### config.mk
export PLATFORM = sky130hd
export DESIGN_NAME = sfw_top
export DESIGN_NICKNAME = d
export VERILOG_FILES = /design/src/sfw_pkg.sv /design/src/sfw_flag_cell.sv /design/src/sfw_rx_check.sv /design/src/sfw_top.sv
export SDC_FILE = /design/constraint.sdc
export NUM_CORES = 1
export LEC_CHECK = 0
export BUFFER_PORTS_ARGS = -buffer_cell sky130_fd_sc_hd__buf_2
export CORE_MARGIN = 10
export CORE_UTILIZATION = 30
export CTS_CLUSTER_DIAMETER = 80
export DETAILED_ROUTE_END_ITERATION = 10
export PLACE_DENSITY_LB_ADDON = 0.08
export SYNTH_ARGS = -nofsm -noshare
export SYNTH_HDL_FRONTEND = slang
export SYNTH_SLANG_ARGS = --single-unit
export TNS_END_PERCENT = 30
### constraint.sdc
create_clock -name clk_sys -period 2.3 [get_ports clk_sys]
set_input_delay 0.115 -clock clk_sys [delete_from_list [all_inputs] [get_ports clk_sys]]
set_output_delay 0.115 -clock clk_sys [all_outputs]
set_load 0.01 [all_outputs]
### src/sfw_pkg.sv
/*
 Constants of the serial flag word block: register map, bit positions,
 reset value and bus responses. Assumes 32-bit AXI4-Lite data.
*/
package sfw_pkg;
  // register byte offsets
  localparam logic [7:0] SFW_OFF_FLAG = 8'h00;
  localparam logic [7:0] SFW_OFF_CTRL = 8'h04;
  localparam logic [7:0] SFW_OFF_FMT  = 8'h08;
  localparam logic [7:0] SFW_OFF_TXW  = 8'h0C;
  localparam logic [7:0] SFW_OFF_RXW  = 8'h10;
  // flag word
  localparam logic [7:0] SFW_FLAG_RST = 8'h84;
  localparam int SFW_B_TXE  = 7;
  localparam int SFW_B_RXF  = 6;
  localparam int SFW_B_OVR  = 5;
  localparam int SFW_B_FRM  = 4;
  localparam int SFW_B_PAR  = 3;
  localparam int SFW_B_DONE = 2;
  localparam int SFW_B_RMP  = 1;
  localparam int SFW_B_TMP  = 0;
  localparam int SFW_NSTAT  = 5;
  // control word bits
  localparam int SFW_C_TXA = 0;
  localparam int SFW_C_RXA = 1;
  // format word bits
  localparam int SFW_F_SYNC  = 0;
  localparam int SFW_F_PEN   = 1;
  localparam int SFW_F_ODD   = 2;
  localparam int SFW_F_MP    = 3;
  localparam int SFW_F_STOP2 = 4;
  localparam logic [1:0] SFW_CTRL_RST = 2'h0;
  localparam logic [4:0] SFW_FMT_RST  = 5'h00;
  // bus responses
  localparam logic [1:0] SFW_RESP_OKAY   = 2'h0;
  localparam logic [1:0] SFW_RESP_SLVERR = 2'h2;
endpackage

### src/sfw_flag_cell.sv
/*
 One software-clearable status flag with read-before-clear arming.
 Assumes strobes come from logic on clk_sys.
*/
`timescale 1ns/100ps
module sfw_flag_cell #(
  parameter logic RST_VAL = 1'b0
) (
  // clock and reset
  input  wire logic clk_sys,
  input  wire logic rst,
  input  wire logic clk_en,
  input  wire logic init,
  // events
  input  wire logic hw_set,
  input  wire logic rd_stb,
  input  wire logic wr0,
  // state
  output logic      flag_q,
  output logic      arm_q,
  output logic      sw_clr
);
  logic flag_d;
  logic arm_d;

  assign sw_clr = wr0 & arm_q & flag_q & ~hw_set; // RULE_03
  assign flag_d = hw_set | (flag_q & ~sw_clr); // RULE_02
  assign arm_d  = flag_d & ((rd_stb & flag_q) | (arm_q & ~wr0)); // RULE_19

  always_ff @(posedge clk_sys or posedge rst) begin
    if (rst) begin
      flag_q <= RST_VAL;
      arm_q  <= 1'b0;
    end else if (clk_en) begin
      flag_q <= init ? RST_VAL : flag_d;
      arm_q  <= init ? 1'b0 : arm_d;
    end
  end
endmodule

### src/sfw_rx_check.sv
/*
 Framing and parity check of one received character.
 Assumes inputs are stable in the cycle the frame completes.
*/
`timescale 1ns/100ps
module sfw_rx_check #(
  parameter int DATA_W = 8
) (
  // frame
  input  wire logic [DATA_W-1:0] rx_data,
  input  wire logic              rx_par_bit,
  input  wire logic              rx_stop_bit,
  // format
  input  wire logic              async_mode,
  input  wire logic              par_en,
  input  wire logic              par_odd,
  // results
  output logic                   frm_err,
  output logic                   par_err
);
  logic [DATA_W:0] chain;

  assign chain[0] = rx_par_bit;
  genvar i;
  generate
    for (i = 0; i < DATA_W; i++) begin : g_par
      assign chain[i+1] = chain[i] ^ rx_data[i];
    end
  endgenerate

  // only the first stop bit is presented here
  assign frm_err = async_mode & ~rx_stop_bit; // RULE_12 RULE_13
  assign par_err = async_mode & par_en & (chain[DATA_W] ^ par_odd); // RULE_15
endmodule

### src/sfw_top.sv
/*
 Serial flag word with receive/transmit event handling and an AXI4-Lite
 register slave. Assumes shifter and receiver events are one-cycle
 pulses on clk_sys and standby is a synchronous level.
*/
// Function
// [RULE_01] 8-bit flag word, resets to 0x84
// [RULE_02] writing 1 to status flags ignored
// [RULE_03] clear by zero only after read-as-one
// [RULE_04] transmit done, received mp bit read-only
// [RULE_05] holding-to-shifter move sets buffer empty
// [RULE_06] transmit disabled forces buffer empty
// [RULE_07] good frame sets receive buffer full
// [RULE_08] errors, receive disable keep holding data
// [RULE_09] frame while full: overrun, discard new
// [RULE_10] overrun/framing halt receiver, sync transmitter
// [RULE_11] receive disable keeps error flags
// [RULE_12] zero stop bit sets framing error
// [RULE_13] only first stop bit checked
// [RULE_14] framing error loads data, not full
// [RULE_15] parity mismatch sets parity error
// [RULE_16] transmit done on last bit when empty
// [RULE_17] capture received mp bit in mp format
// [RULE_18] transmit mp bit sent from bit 0
// [RULE_19] clear only flags read as one
// [RULE_20] reads only arm the clear
`timescale 1ns/100ps
module sfw_top
  import sfw_pkg::*;
#(
  parameter int ADDR_W = 8,
  parameter int DATA_W = 8
) (
  // clock, reset, enable
  input  wire logic              clk_sys,
  input  wire logic              rst,
  input  wire logic              clk_en,
  input  wire logic              standby,
  // axi4-lite write
  input  wire logic [ADDR_W-1:0] s_axi_awaddr,
  input  wire logic              s_axi_awvalid,
  output logic                   s_axi_awready,
  input  wire logic [31:0]       s_axi_wdata,
  input  wire logic [3:0]        s_axi_wstrb,
  input  wire logic              s_axi_wvalid,
  output logic                   s_axi_wready,
  output logic [1:0]             s_axi_bresp,
  output logic                   s_axi_bvalid,
  input  wire logic              s_axi_bready,
  // axi4-lite read
  input  wire logic [ADDR_W-1:0] s_axi_araddr,
  input  wire logic              s_axi_arvalid,
  output logic                   s_axi_arready,
  output logic [31:0]            s_axi_rdata,
  output logic [1:0]             s_axi_rresp,
  output logic                   s_axi_rvalid,
  input  wire logic              s_axi_rready,
  // transmit shifter
  input  wire logic              tx_load,
  input  wire logic              tx_last_bit,
  output logic [DATA_W-1:0]      tx_word_q,
  output logic                   tx_mp_bit_q,
  output logic                   tx_run_q,
  // receiver
  input  wire logic              rx_done,
  input  wire logic [DATA_W-1:0] rx_data,
  input  wire logic              rx_par_bit,
  input  wire logic              rx_stop_bit,
  input  wire logic              rx_mp_bit,
  output logic                   rx_accept_q
);
  ////////////////////////////////////////////////////////////////////////
  // state
  logic [7:0]        flags;
  logic [1:0]        ctrl_q;
  logic [4:0]        fmt_q;
  logic [DATA_W-1:0] rxw_q;
  logic              done_q;
  logic              rmp_q;
  logic              tmp_q;
  logic              awready_q;
  logic              arready_q;
  logic              bvalid_q;
  logic [1:0]        bresp_q;
  logic              rvalid_q;
  logic [1:0]        rresp_q;
  logic [31:0]       rdata_q;
  logic [SFW_NSTAT-1:0] st_set;
  logic [SFW_NSTAT-1:0] st_arm;
  logic [SFW_NSTAT-1:0] st_clr;
  logic [SFW_NSTAT-1:0] st_wr0;

  ////////////////////////////////////////////////////////////////////////
  // bus decode
  wire wr_hs    = s_axi_awvalid & awready_q & s_axi_wvalid;
  wire rd_hs    = s_axi_arvalid & arready_q;
  wire wr_flag  = wr_hs & (s_axi_awaddr == ADDR_W'(SFW_OFF_FLAG));
  wire wr_ctrl  = wr_hs & (s_axi_awaddr == ADDR_W'(SFW_OFF_CTRL));
  wire wr_fmt   = wr_hs & (s_axi_awaddr == ADDR_W'(SFW_OFF_FMT));
  wire wr_txw   = wr_hs & (s_axi_awaddr == ADDR_W'(SFW_OFF_TXW));
  wire wr_rxw   = wr_hs & (s_axi_awaddr == ADDR_W'(SFW_OFF_RXW));
  wire wr_map   = wr_flag | wr_ctrl | wr_fmt | wr_txw | wr_rxw;
  wire wr_lane  = s_axi_wstrb[0];
  wire rd_flag  = rd_hs & (s_axi_araddr == ADDR_W'(SFW_OFF_FLAG));
  wire rd_ctrl  = rd_hs & (s_axi_araddr == ADDR_W'(SFW_OFF_CTRL));
  wire rd_fmt   = rd_hs & (s_axi_araddr == ADDR_W'(SFW_OFF_FMT));
  wire rd_txw   = rd_hs & (s_axi_araddr == ADDR_W'(SFW_OFF_TXW));
  wire rd_rxw   = rd_hs & (s_axi_araddr == ADDR_W'(SFW_OFF_RXW));
  wire rd_map   = rd_flag | rd_ctrl | rd_fmt | rd_txw | rd_rxw;
  wire [31:0] rd_mux =
      rd_flag ? {24'h000000, flags} :
      rd_ctrl ? {30'h0, ctrl_q} :
      rd_fmt  ? {27'h0, fmt_q} :
      rd_txw  ? 32'(tx_word_q) :
      rd_rxw  ? 32'(rxw_q) : 32'h00000000;

  ////////////////////////////////////////////////////////////////////////
  // configuration
  wire tx_allowed = ctrl_q[SFW_C_TXA];
  wire rx_allowed = ctrl_q[SFW_C_RXA];
  wire sync_mode  = fmt_q[SFW_F_SYNC];
  wire mp_mode    = fmt_q[SFW_F_MP] & ~sync_mode;
  wire err_any    = flags[SFW_B_OVR] | flags[SFW_B_FRM] | flags[SFW_B_PAR];
  wire rx_ok      = rx_allowed & ~err_any; // RULE_10
  wire take       = rx_done & rx_ok;
  wire rxf        = flags[SFW_B_RXF];
  wire frm_c;
  wire par_c;

  sfw_rx_check #(
    .DATA_W(DATA_W)
  ) u_check (
    .rx_data    (rx_data),
    .rx_par_bit (rx_par_bit),
    .rx_stop_bit(rx_stop_bit),
    .async_mode (~sync_mode),
    .par_en     (fmt_q[SFW_F_PEN]),
    .par_odd    (fmt_q[SFW_F_ODD]),
    .frm_err    (frm_c),
    .par_err    (par_c)
  );

  ////////////////////////////////////////////////////////////////////////
  // flag events
  wire rx_load = take & ~rxf; // RULE_08 RULE_14
  assign st_set[SFW_B_TXE-SFW_B_PAR] = tx_load | ~tx_allowed; // RULE_05 RULE_06
  assign st_set[SFW_B_RXF-SFW_B_PAR] = rx_load & ~frm_c & ~par_c; // RULE_07 RULE_14
  assign st_set[SFW_B_OVR-SFW_B_PAR] = take & rxf; // RULE_09
  assign st_set[SFW_B_FRM-SFW_B_PAR] = rx_load & frm_c; // RULE_12
  assign st_set[SFW_B_PAR-SFW_B_PAR] = rx_load & par_c; // RULE_15
  wire done_set = (tx_last_bit & flags[SFW_B_TXE]) | ~tx_allowed; // RULE_16
  wire done_clr = st_clr[SFW_B_TXE-SFW_B_PAR] & ~done_set;

  genvar g;
  generate
    for (g = 0; g < SFW_NSTAT; g++) begin : g_flag
      assign st_wr0[g] = wr_flag & wr_lane & ~s_axi_wdata[SFW_B_PAR+g]; // RULE_02
      sfw_flag_cell #(
        .RST_VAL(SFW_FLAG_RST[SFW_B_PAR+g])
      ) u_cell (
        .clk_sys(clk_sys),
        .rst    (rst),
        .clk_en (clk_en),
        .init   (standby),
        .hw_set (st_set[g]),
        .rd_stb (rd_flag), // RULE_20
        .wr0    (st_wr0[g]),
        .flag_q (flags[SFW_B_PAR+g]),
        .arm_q  (st_arm[g]),
        .sw_clr (st_clr[g])
      );
    end
  endgenerate

  assign flags[SFW_B_DONE] = done_q;
  assign flags[SFW_B_RMP]  = rmp_q;
  assign flags[SFW_B_TMP]  = tmp_q;

  ////////////////////////////////////////////////////////////////////////
  // fixed and data registers
  always_ff @(posedge clk_sys or posedge rst) begin
    if (rst) begin
      done_q <= SFW_FLAG_RST[SFW_B_DONE]; // RULE_01
      rmp_q  <= SFW_FLAG_RST[SFW_B_RMP];
      tmp_q  <= SFW_FLAG_RST[SFW_B_TMP];
    end else if (clk_en) begin
      if (standby) begin
        done_q <= SFW_FLAG_RST[SFW_B_DONE]; // RULE_01
        rmp_q  <= SFW_FLAG_RST[SFW_B_RMP];
        tmp_q  <= SFW_FLAG_RST[SFW_B_TMP];
      end else begin
        done_q <= done_set | (done_q & ~done_clr); // RULE_04 RULE_16
        if (rx_load & mp_mode) begin
          rmp_q <= rx_mp_bit; // RULE_17
        end
        if (wr_flag & wr_lane) begin
          tmp_q <= s_axi_wdata[SFW_B_TMP];
        end
      end
    end
  end

  always_ff @(posedge clk_sys or posedge rst) begin
    if (rst) begin
      ctrl_q    <= SFW_CTRL_RST;
      fmt_q     <= SFW_FMT_RST;
      tx_word_q <= '0;
      rxw_q     <= '0;
    end else if (clk_en) begin
      if (wr_ctrl & wr_lane) begin
        ctrl_q <= s_axi_wdata[1:0]; // RULE_11
      end
      if (wr_fmt & wr_lane) begin
        fmt_q <= s_axi_wdata[4:0];
      end
      if (wr_txw & wr_lane) begin
        tx_word_q <= s_axi_wdata[DATA_W-1:0];
      end
      if (rx_load) begin
        rxw_q <= rx_data; // RULE_08 RULE_09
      end
    end
  end

  always_ff @(posedge clk_sys or posedge rst) begin
    if (rst) begin
      tx_mp_bit_q <= 1'b0;
      tx_run_q    <= 1'b0;
      rx_accept_q <= 1'b0;
    end else if (clk_en) begin
      tx_mp_bit_q <= mp_mode & tmp_q; // RULE_18
      tx_run_q    <= tx_allowed & ~(sync_mode & err_any); // RULE_10
      rx_accept_q <= rx_ok;
    end
  end

  ////////////////////////////////////////////////////////////////////////
  // axi4-lite slave
  always_ff @(posedge clk_sys or posedge rst) begin
    if (rst) begin
      awready_q <= 1'b0;
      bvalid_q  <= 1'b0;
      bresp_q   <= SFW_RESP_OKAY;
    end else if (clk_en) begin
      awready_q <= s_axi_awvalid & s_axi_wvalid & ~awready_q & ~bvalid_q;
      if (wr_hs) begin
        bvalid_q <= 1'b1;
        bresp_q  <= wr_map ? SFW_RESP_OKAY : SFW_RESP_SLVERR;
      end else if (s_axi_bready) begin
        bvalid_q <= 1'b0;
      end
    end
  end

  always_ff @(posedge clk_sys or posedge rst) begin
    if (rst) begin
      arready_q <= 1'b0;
      rvalid_q  <= 1'b0;
      rresp_q   <= SFW_RESP_OKAY;
      rdata_q   <= 32'h00000000;
    end else if (clk_en) begin
      arready_q <= s_axi_arvalid & ~arready_q & ~rvalid_q;
      if (rd_hs) begin
        rvalid_q <= 1'b1;
        rresp_q  <= rd_map ? SFW_RESP_OKAY : SFW_RESP_SLVERR;
        rdata_q  <= rd_mux; // RULE_20
      end else if (s_axi_rready) begin
        rvalid_q <= 1'b0;
      end
    end
  end

  assign s_axi_awready = awready_q;
  assign s_axi_wready  = awready_q;
  assign s_axi_bvalid  = bvalid_q;
  assign s_axi_bresp   = bresp_q;
  assign s_axi_arready = arready_q;
  assign s_axi_rvalid  = rvalid_q;
  assign s_axi_rresp   = rresp_q;
  assign s_axi_rdata   = rdata_q;
endmodule

# ---- Word level (Yosys, flattened, before mapping)
# Index checks and enable logic that the tools add are counted.
dict set report word_totals {
  ff_bits 79
  in_bits 75
  out_inout_bits 52
}
dict set report classes {
  n_reduce_logical 16
  mux 26
  eq_ne 8
  n_bitwise 147
}
# operator count
set op_table {}
lappend op_table {{$and A1 B1 Y1} 81}
lappend op_table {{$mux W8} 5}
lappend op_table {{$not A1 Y1} 34}
lappend op_table {{$eq A8 B4 Y1 const B} 4}
lappend op_table {{$or A1 B1 Y1} 23}
lappend op_table {{$reduce_and A2 Y1} 10}
lappend op_table {{$mux W1} 19}
lappend op_table {{$eq A8 B3 Y1 const B} 2}
lappend op_table {{$eq A8 B5 Y1 const B} 2}
lappend op_table {{$logic_not A8 Y1} 2}
lappend op_table {{$xor A1 B1 Y1} 9}
lappend op_table {{$reduce_bool A2 Y1} 4}
lappend op_table {{$mux W2} 2}

# ---- Depth between registers and ports, before layout
dict set report depth {
  word_depth 19
  depth_mapped 6
  ltp_nobuf 5
}

# ---- Modules after synthesis
# From an unflattened synthesis, not the netlist that was laid out.
dict set report hier_totals {
  cells_unflattened 311
  hier_area_um2 3083.0
}
# mod area_each_um2 n_inst cells_each seq_area_each_um2
set modules_own_cells {}
lappend modules_own_cells {sfw_top 2401.1 1 241 1077.3}
lappend modules_own_cells {{sfw_flag_cell at g_flag[0].u_cell ...} 112.6 4 12 50.0}
lappend modules_own_cells {{sfw_flag_cell at g_flag[4].u_cell} 127.6 1 12 51.3}
lappend modules_own_cells {sfw_rx_check 103.8 1 10 0.0}

# ---- Worst setup path before layout
# OpenSTA, ideal clock, no wires.
dict set report synth_path {
  path_kind {reg-to-reg}
  from {register awready_q (netlist: s_axi_awready)}
  to {register fmt_q[0]}
  path_slack_ps 572
  stages_incl_launch_ff 7
  required_ps 2175
  arrival_time_ps 1603
  synth_period_minus_slack_ps 1728
  path_cell_list {dfrtp_1 > and3_1 > and2_1 > clkbuf_1 > nand3_1 > nor2_1 > mux2_2}
}
dict set report synth_between {
  elab_chain_cells 5
}
# item line_no
set synth_lines {}
lappend synth_lines {{from (decl)} sfw_top.sv:81} ;# logic awready_q;
lappend synth_lines {{from (signal assigned)} sfw_top.sv:245} ;# awready_q <= s_axi_awvalid & s_axi_wvalid & ~awready_q & ~bvalid_q;
lappend synth_lines {{$and A1 B1 Y1 (2 in a row)} sfw_top.sv:95} ;# wire wr_hs = s_axi_awvalid & awready_q & s_axi_wvalid;
lappend synth_lines {{$and A1 B1 Y1} sfw_top.sv:99} ;# wire wr_fmt = wr_hs & (s_axi_awaddr == ADDR_W'(SFW_OFF_FMT));
lappend synth_lines {{$and A1 B1 Y1} sfw_top.sv:213} ;# if (wr_fmt & wr_lane) begin
lappend synth_lines {{$reduce_and A2 Y1 (no source line)} -}
lappend synth_lines {{to (signal assigned)} sfw_top.sv:214} ;# fmt_q <= s_axi_wdata[4:0];
lappend synth_lines {{to (decl)} sfw_top.sv:76} ;# logic [4:0] fmt_q;
# Every way passes these cells.
# A chain may end at the register's enable or synchronous reset.

# ---- Worst setup path in the final report
# Ends and elaborated chain as after synthesis.

==> run metrics <==
setup violators final=0; total grt overflow=0; share of cells above drive strength 1=around a third; largest cells by area after synthesis=dfrtp_1 42%, mux2_2 9.2%, buf_4 6.6%, o21ai_0 3.9%, nand2_1 2.6%; # rows=36; Die Y=121 um; clk_skew=0.00786 ns; io pins=127; Worst R2R Setup Slack=0.45 ns; Initial Utilization=31.1%; area of the multi-input gates=0.00156 mm^2; Post-synth EDFFs=0; Crit path required time=2.49 ns; cells on worst reg2reg path=5; startpoint types=flip-flop; final WL=9270 um; Clock Pin Slew Worst Setup and Hold Paths=0.09 ns; CTS Buf Count=5; CP endpoint kind=flip-flop; Leakage=1.79 nW; via count=between 2,000 and 3,000; first drt pass iteration count=4; PortBufs=73; TritonCTS clock tree=done; Peak VDD IR=between 300 and 400 uV; Initial DRC Count=between 100 and 150; first-pass GRT wire length=14,900 um; Post-Syn Area=0.00307 mm^2; FF+latch area=between 0.001 and 0.0015 mm^2; GRT Total Usage=12.6%; Max Fclk=approximately 0.54 GHz; CP Max Fanout=6; Root Driver=clkbuf_8; HP Start=s_axi_rready; cell taking the most area after synthesis=dfrtp_1; Pwr per Cell Area=531 mW/mm^2; routability congestion estimate=0.808; core area=roughly 0.0099 mm^2; fillcell total=1,053; Final HPWL DP=7290 um; fin nets=approximately 470; clock sink total=between 50 and 60; CTS H-Tree Depth=2; die area=0.0147 mm^2; Routed WL per cell=17.7 um; Routed Antenna Nets=0; Seq/Total Area, Yosys=a little over two fifths; unrepaired setup endpoints after global routing=false; Slew @ Worst Pin=about 0.7 ns; Final period util=approximately 80%; count of cell types in the netlist=56; status=finished, final reports clean; area grow syn2layout=19.1%; initial antenna violation count=0; Post-Synthesis Cells=311; Avg Inst Size Synth=between 9 and 10 um^2; crit path DAT=2.04 ns; max-cap violations=0; Final Max Tran Viols=0; CTS resizes=0; Yosys warnings=0; flop and latch count out of synthesis=53; DIE WIDTH=~120 um; Hold EP=s_axi_rvalid; Most used DFF post-synth=dfrtp_1; Final Hold Viols=0; Worst Hold Class=in -> reg; worst reg2reg startpoint=s_axi_awready; Setup Buffers After CTS=0; # diodes=0; largest net degree at the start of global routing=33; DRC viols=0; normalized max-slew margin=52.7%; Worst-Skew Late Latency=0.30 ns; final instance area=0.00365 mm^2; drt via density=4.91; Placed Area=0.00354 mm^2; Synth async-reset ratio=100%; vias in the first global route=2,771; CTS Hold Bufs=1; setup TNS=0 ns; post-synth top area share=41.6%; Max Root-Sink Buffers=2; Period minus WS final=1.85 ns; Hold Path Depth=4; Worst R2R End=fmt_q[0]; critical path class=reg -> reg; crit path launch=s_axi_awready
[layout by cell type (no fill, tap or decap), drive strengths merged, types with 3 or more instances in the layout]
cell,netlist,layout
buf,27,85
dfrtp,51,51
conb,1,26
mux2,25,25
o21ai,25,25
nand2,21,21
nor2,17,17
nand3,15,15
a21oi,11,11
inv,9,9
nor2b,8,8
nor3,6,6
xnor2,5,5
o2bb2ai,5,5
a21o,5,5
clkbuf,11,5
nand4,4,4
and2,4,4
o21a,4,4
nor3b,4,4
nand2b,3,3
a31oi,3,3
o31ai,3,3
a32o,3,3
a221oi,3,3
nor4,3,3
[routing by layer]
layer,up-vias,GRT usage [%],routed length [um]
met5,-,0,0
met4,0,3.32,127
met3,6,3.54,691
met2,90,19.1,3990
met1,1244,17.3,4460
li1,1234,-,-
[logic make-up after synthesis]
logic type / after synthesis / synth area share (%)
simple gates: 99 / 18.5
compound gates: 76 / 16.4
flops: 53 / 43.3
buf+inv: 47 / 9.05
mux: 27 / 9.83
xor+xnor: 8 / 2.73
other cells: 1 / 0.122
[flip-flops by register name (all words and copies together), names as in the netlist]
register / flops
rx_accept_q: 1
s_axi_rdata: 8
tx_word_q: 8
fmt_q: 5
s_axi_awready: 1
s_axi_arready: 1
ctrl_q: 2
g_flag.u_cell.arm_q: 5
s_axi_rresp: 1
done_q: 1
tx_mp_bit_q: 1
rxw_q: 8
g_flag.u_cell.flag_q: 5
s_axi_bresp: 1
tx_run_q: 1
s_axi_bvalid: 1
s_axi_rvalid: 1
rmp_q: 1
tmp_q: 1
[worst max path at each step]
stage | end | slack, ns | depth (start not counted)
after floorplan | fmt_q[0] | 0.57 | 6
after global placement | fmt_q[1] | 0.46 | 5
after detailed placement | fmt_q[3] | 0.48 | 5
after CTS | fmt_q[0] | 0.43 | 5
after global routing | fmt_q[4] | 0.28 | 5
final | fmt_q[0] | 0.45 | 5
[worst max-delay path: stages (launching register included)]
cell and delay, ns:
dfrtp_1 0.41, and3_1 0.21, and2_1 0.26, nand3_1 0.11, nor2_1 0.36, mux2_2 0.38
[synth_stat cells, types with 4 or more instances]
cell type and instances:
dfrtp_1 51, o21a_1 4, nor2b_1 8, o2bb2ai_1 5
and2_1 4, nand3_1 15, xnor2_1 5, nor3b_1 4
o21ai_0 24, nor3_1 6, buf_4 27, inv_1 9
clkbuf_1 11, a21o_1 5, a21oi_1 11, mux2_2 25
nor2_1 16, nand2_1 21, nand4_1 4
[area by class of cell]
| cell class | count | area share [%] |
|---|---|---|
| multi-input combinational | 236 | 42.6 |
| timing repair buffer | 86 | 12.7 |
| inverter | 9 | 0.925 |
| clock inverter | 2 | 0.959 |
| sequential | 53 | 36.4 |
| clock buffer | 5 | 1.88 |
| tap | 133 | 4.55 |
[power breakdown]
group	total, mW	internal [mW]	switching [mW]
clock	0.628	0.317	0.311
sequential	0.993	0.969	0.0241
combinational	0.317	0.123	0.194
total	1.94	1.41	0.529
[metrics by stage]
stage / total power, mW / worst slack [ns] / hold slack [ns] / utilization (%) / std cells
2_1_floorplan: 1.22 / 0.572 / 0.261 / - / 336
3_3_place_gp: 1.33 / 0.462 / 0.280 / 35.9 / 516
3_5_place_dp: 1.33 / 0.483 / 0.274 / 35.9 / 516
4_1_cts: 1.98 / 0.434 / 0.0459 / 37.0 / 524
5_1_grt: 2.05 / 0.283 / 0.0507 / 37.0 / 524
6_report: 1.94 / 0.452 / 0.0588 / 37.0 / 524
No activity file was read; power rests on OpenSTA's default activity.
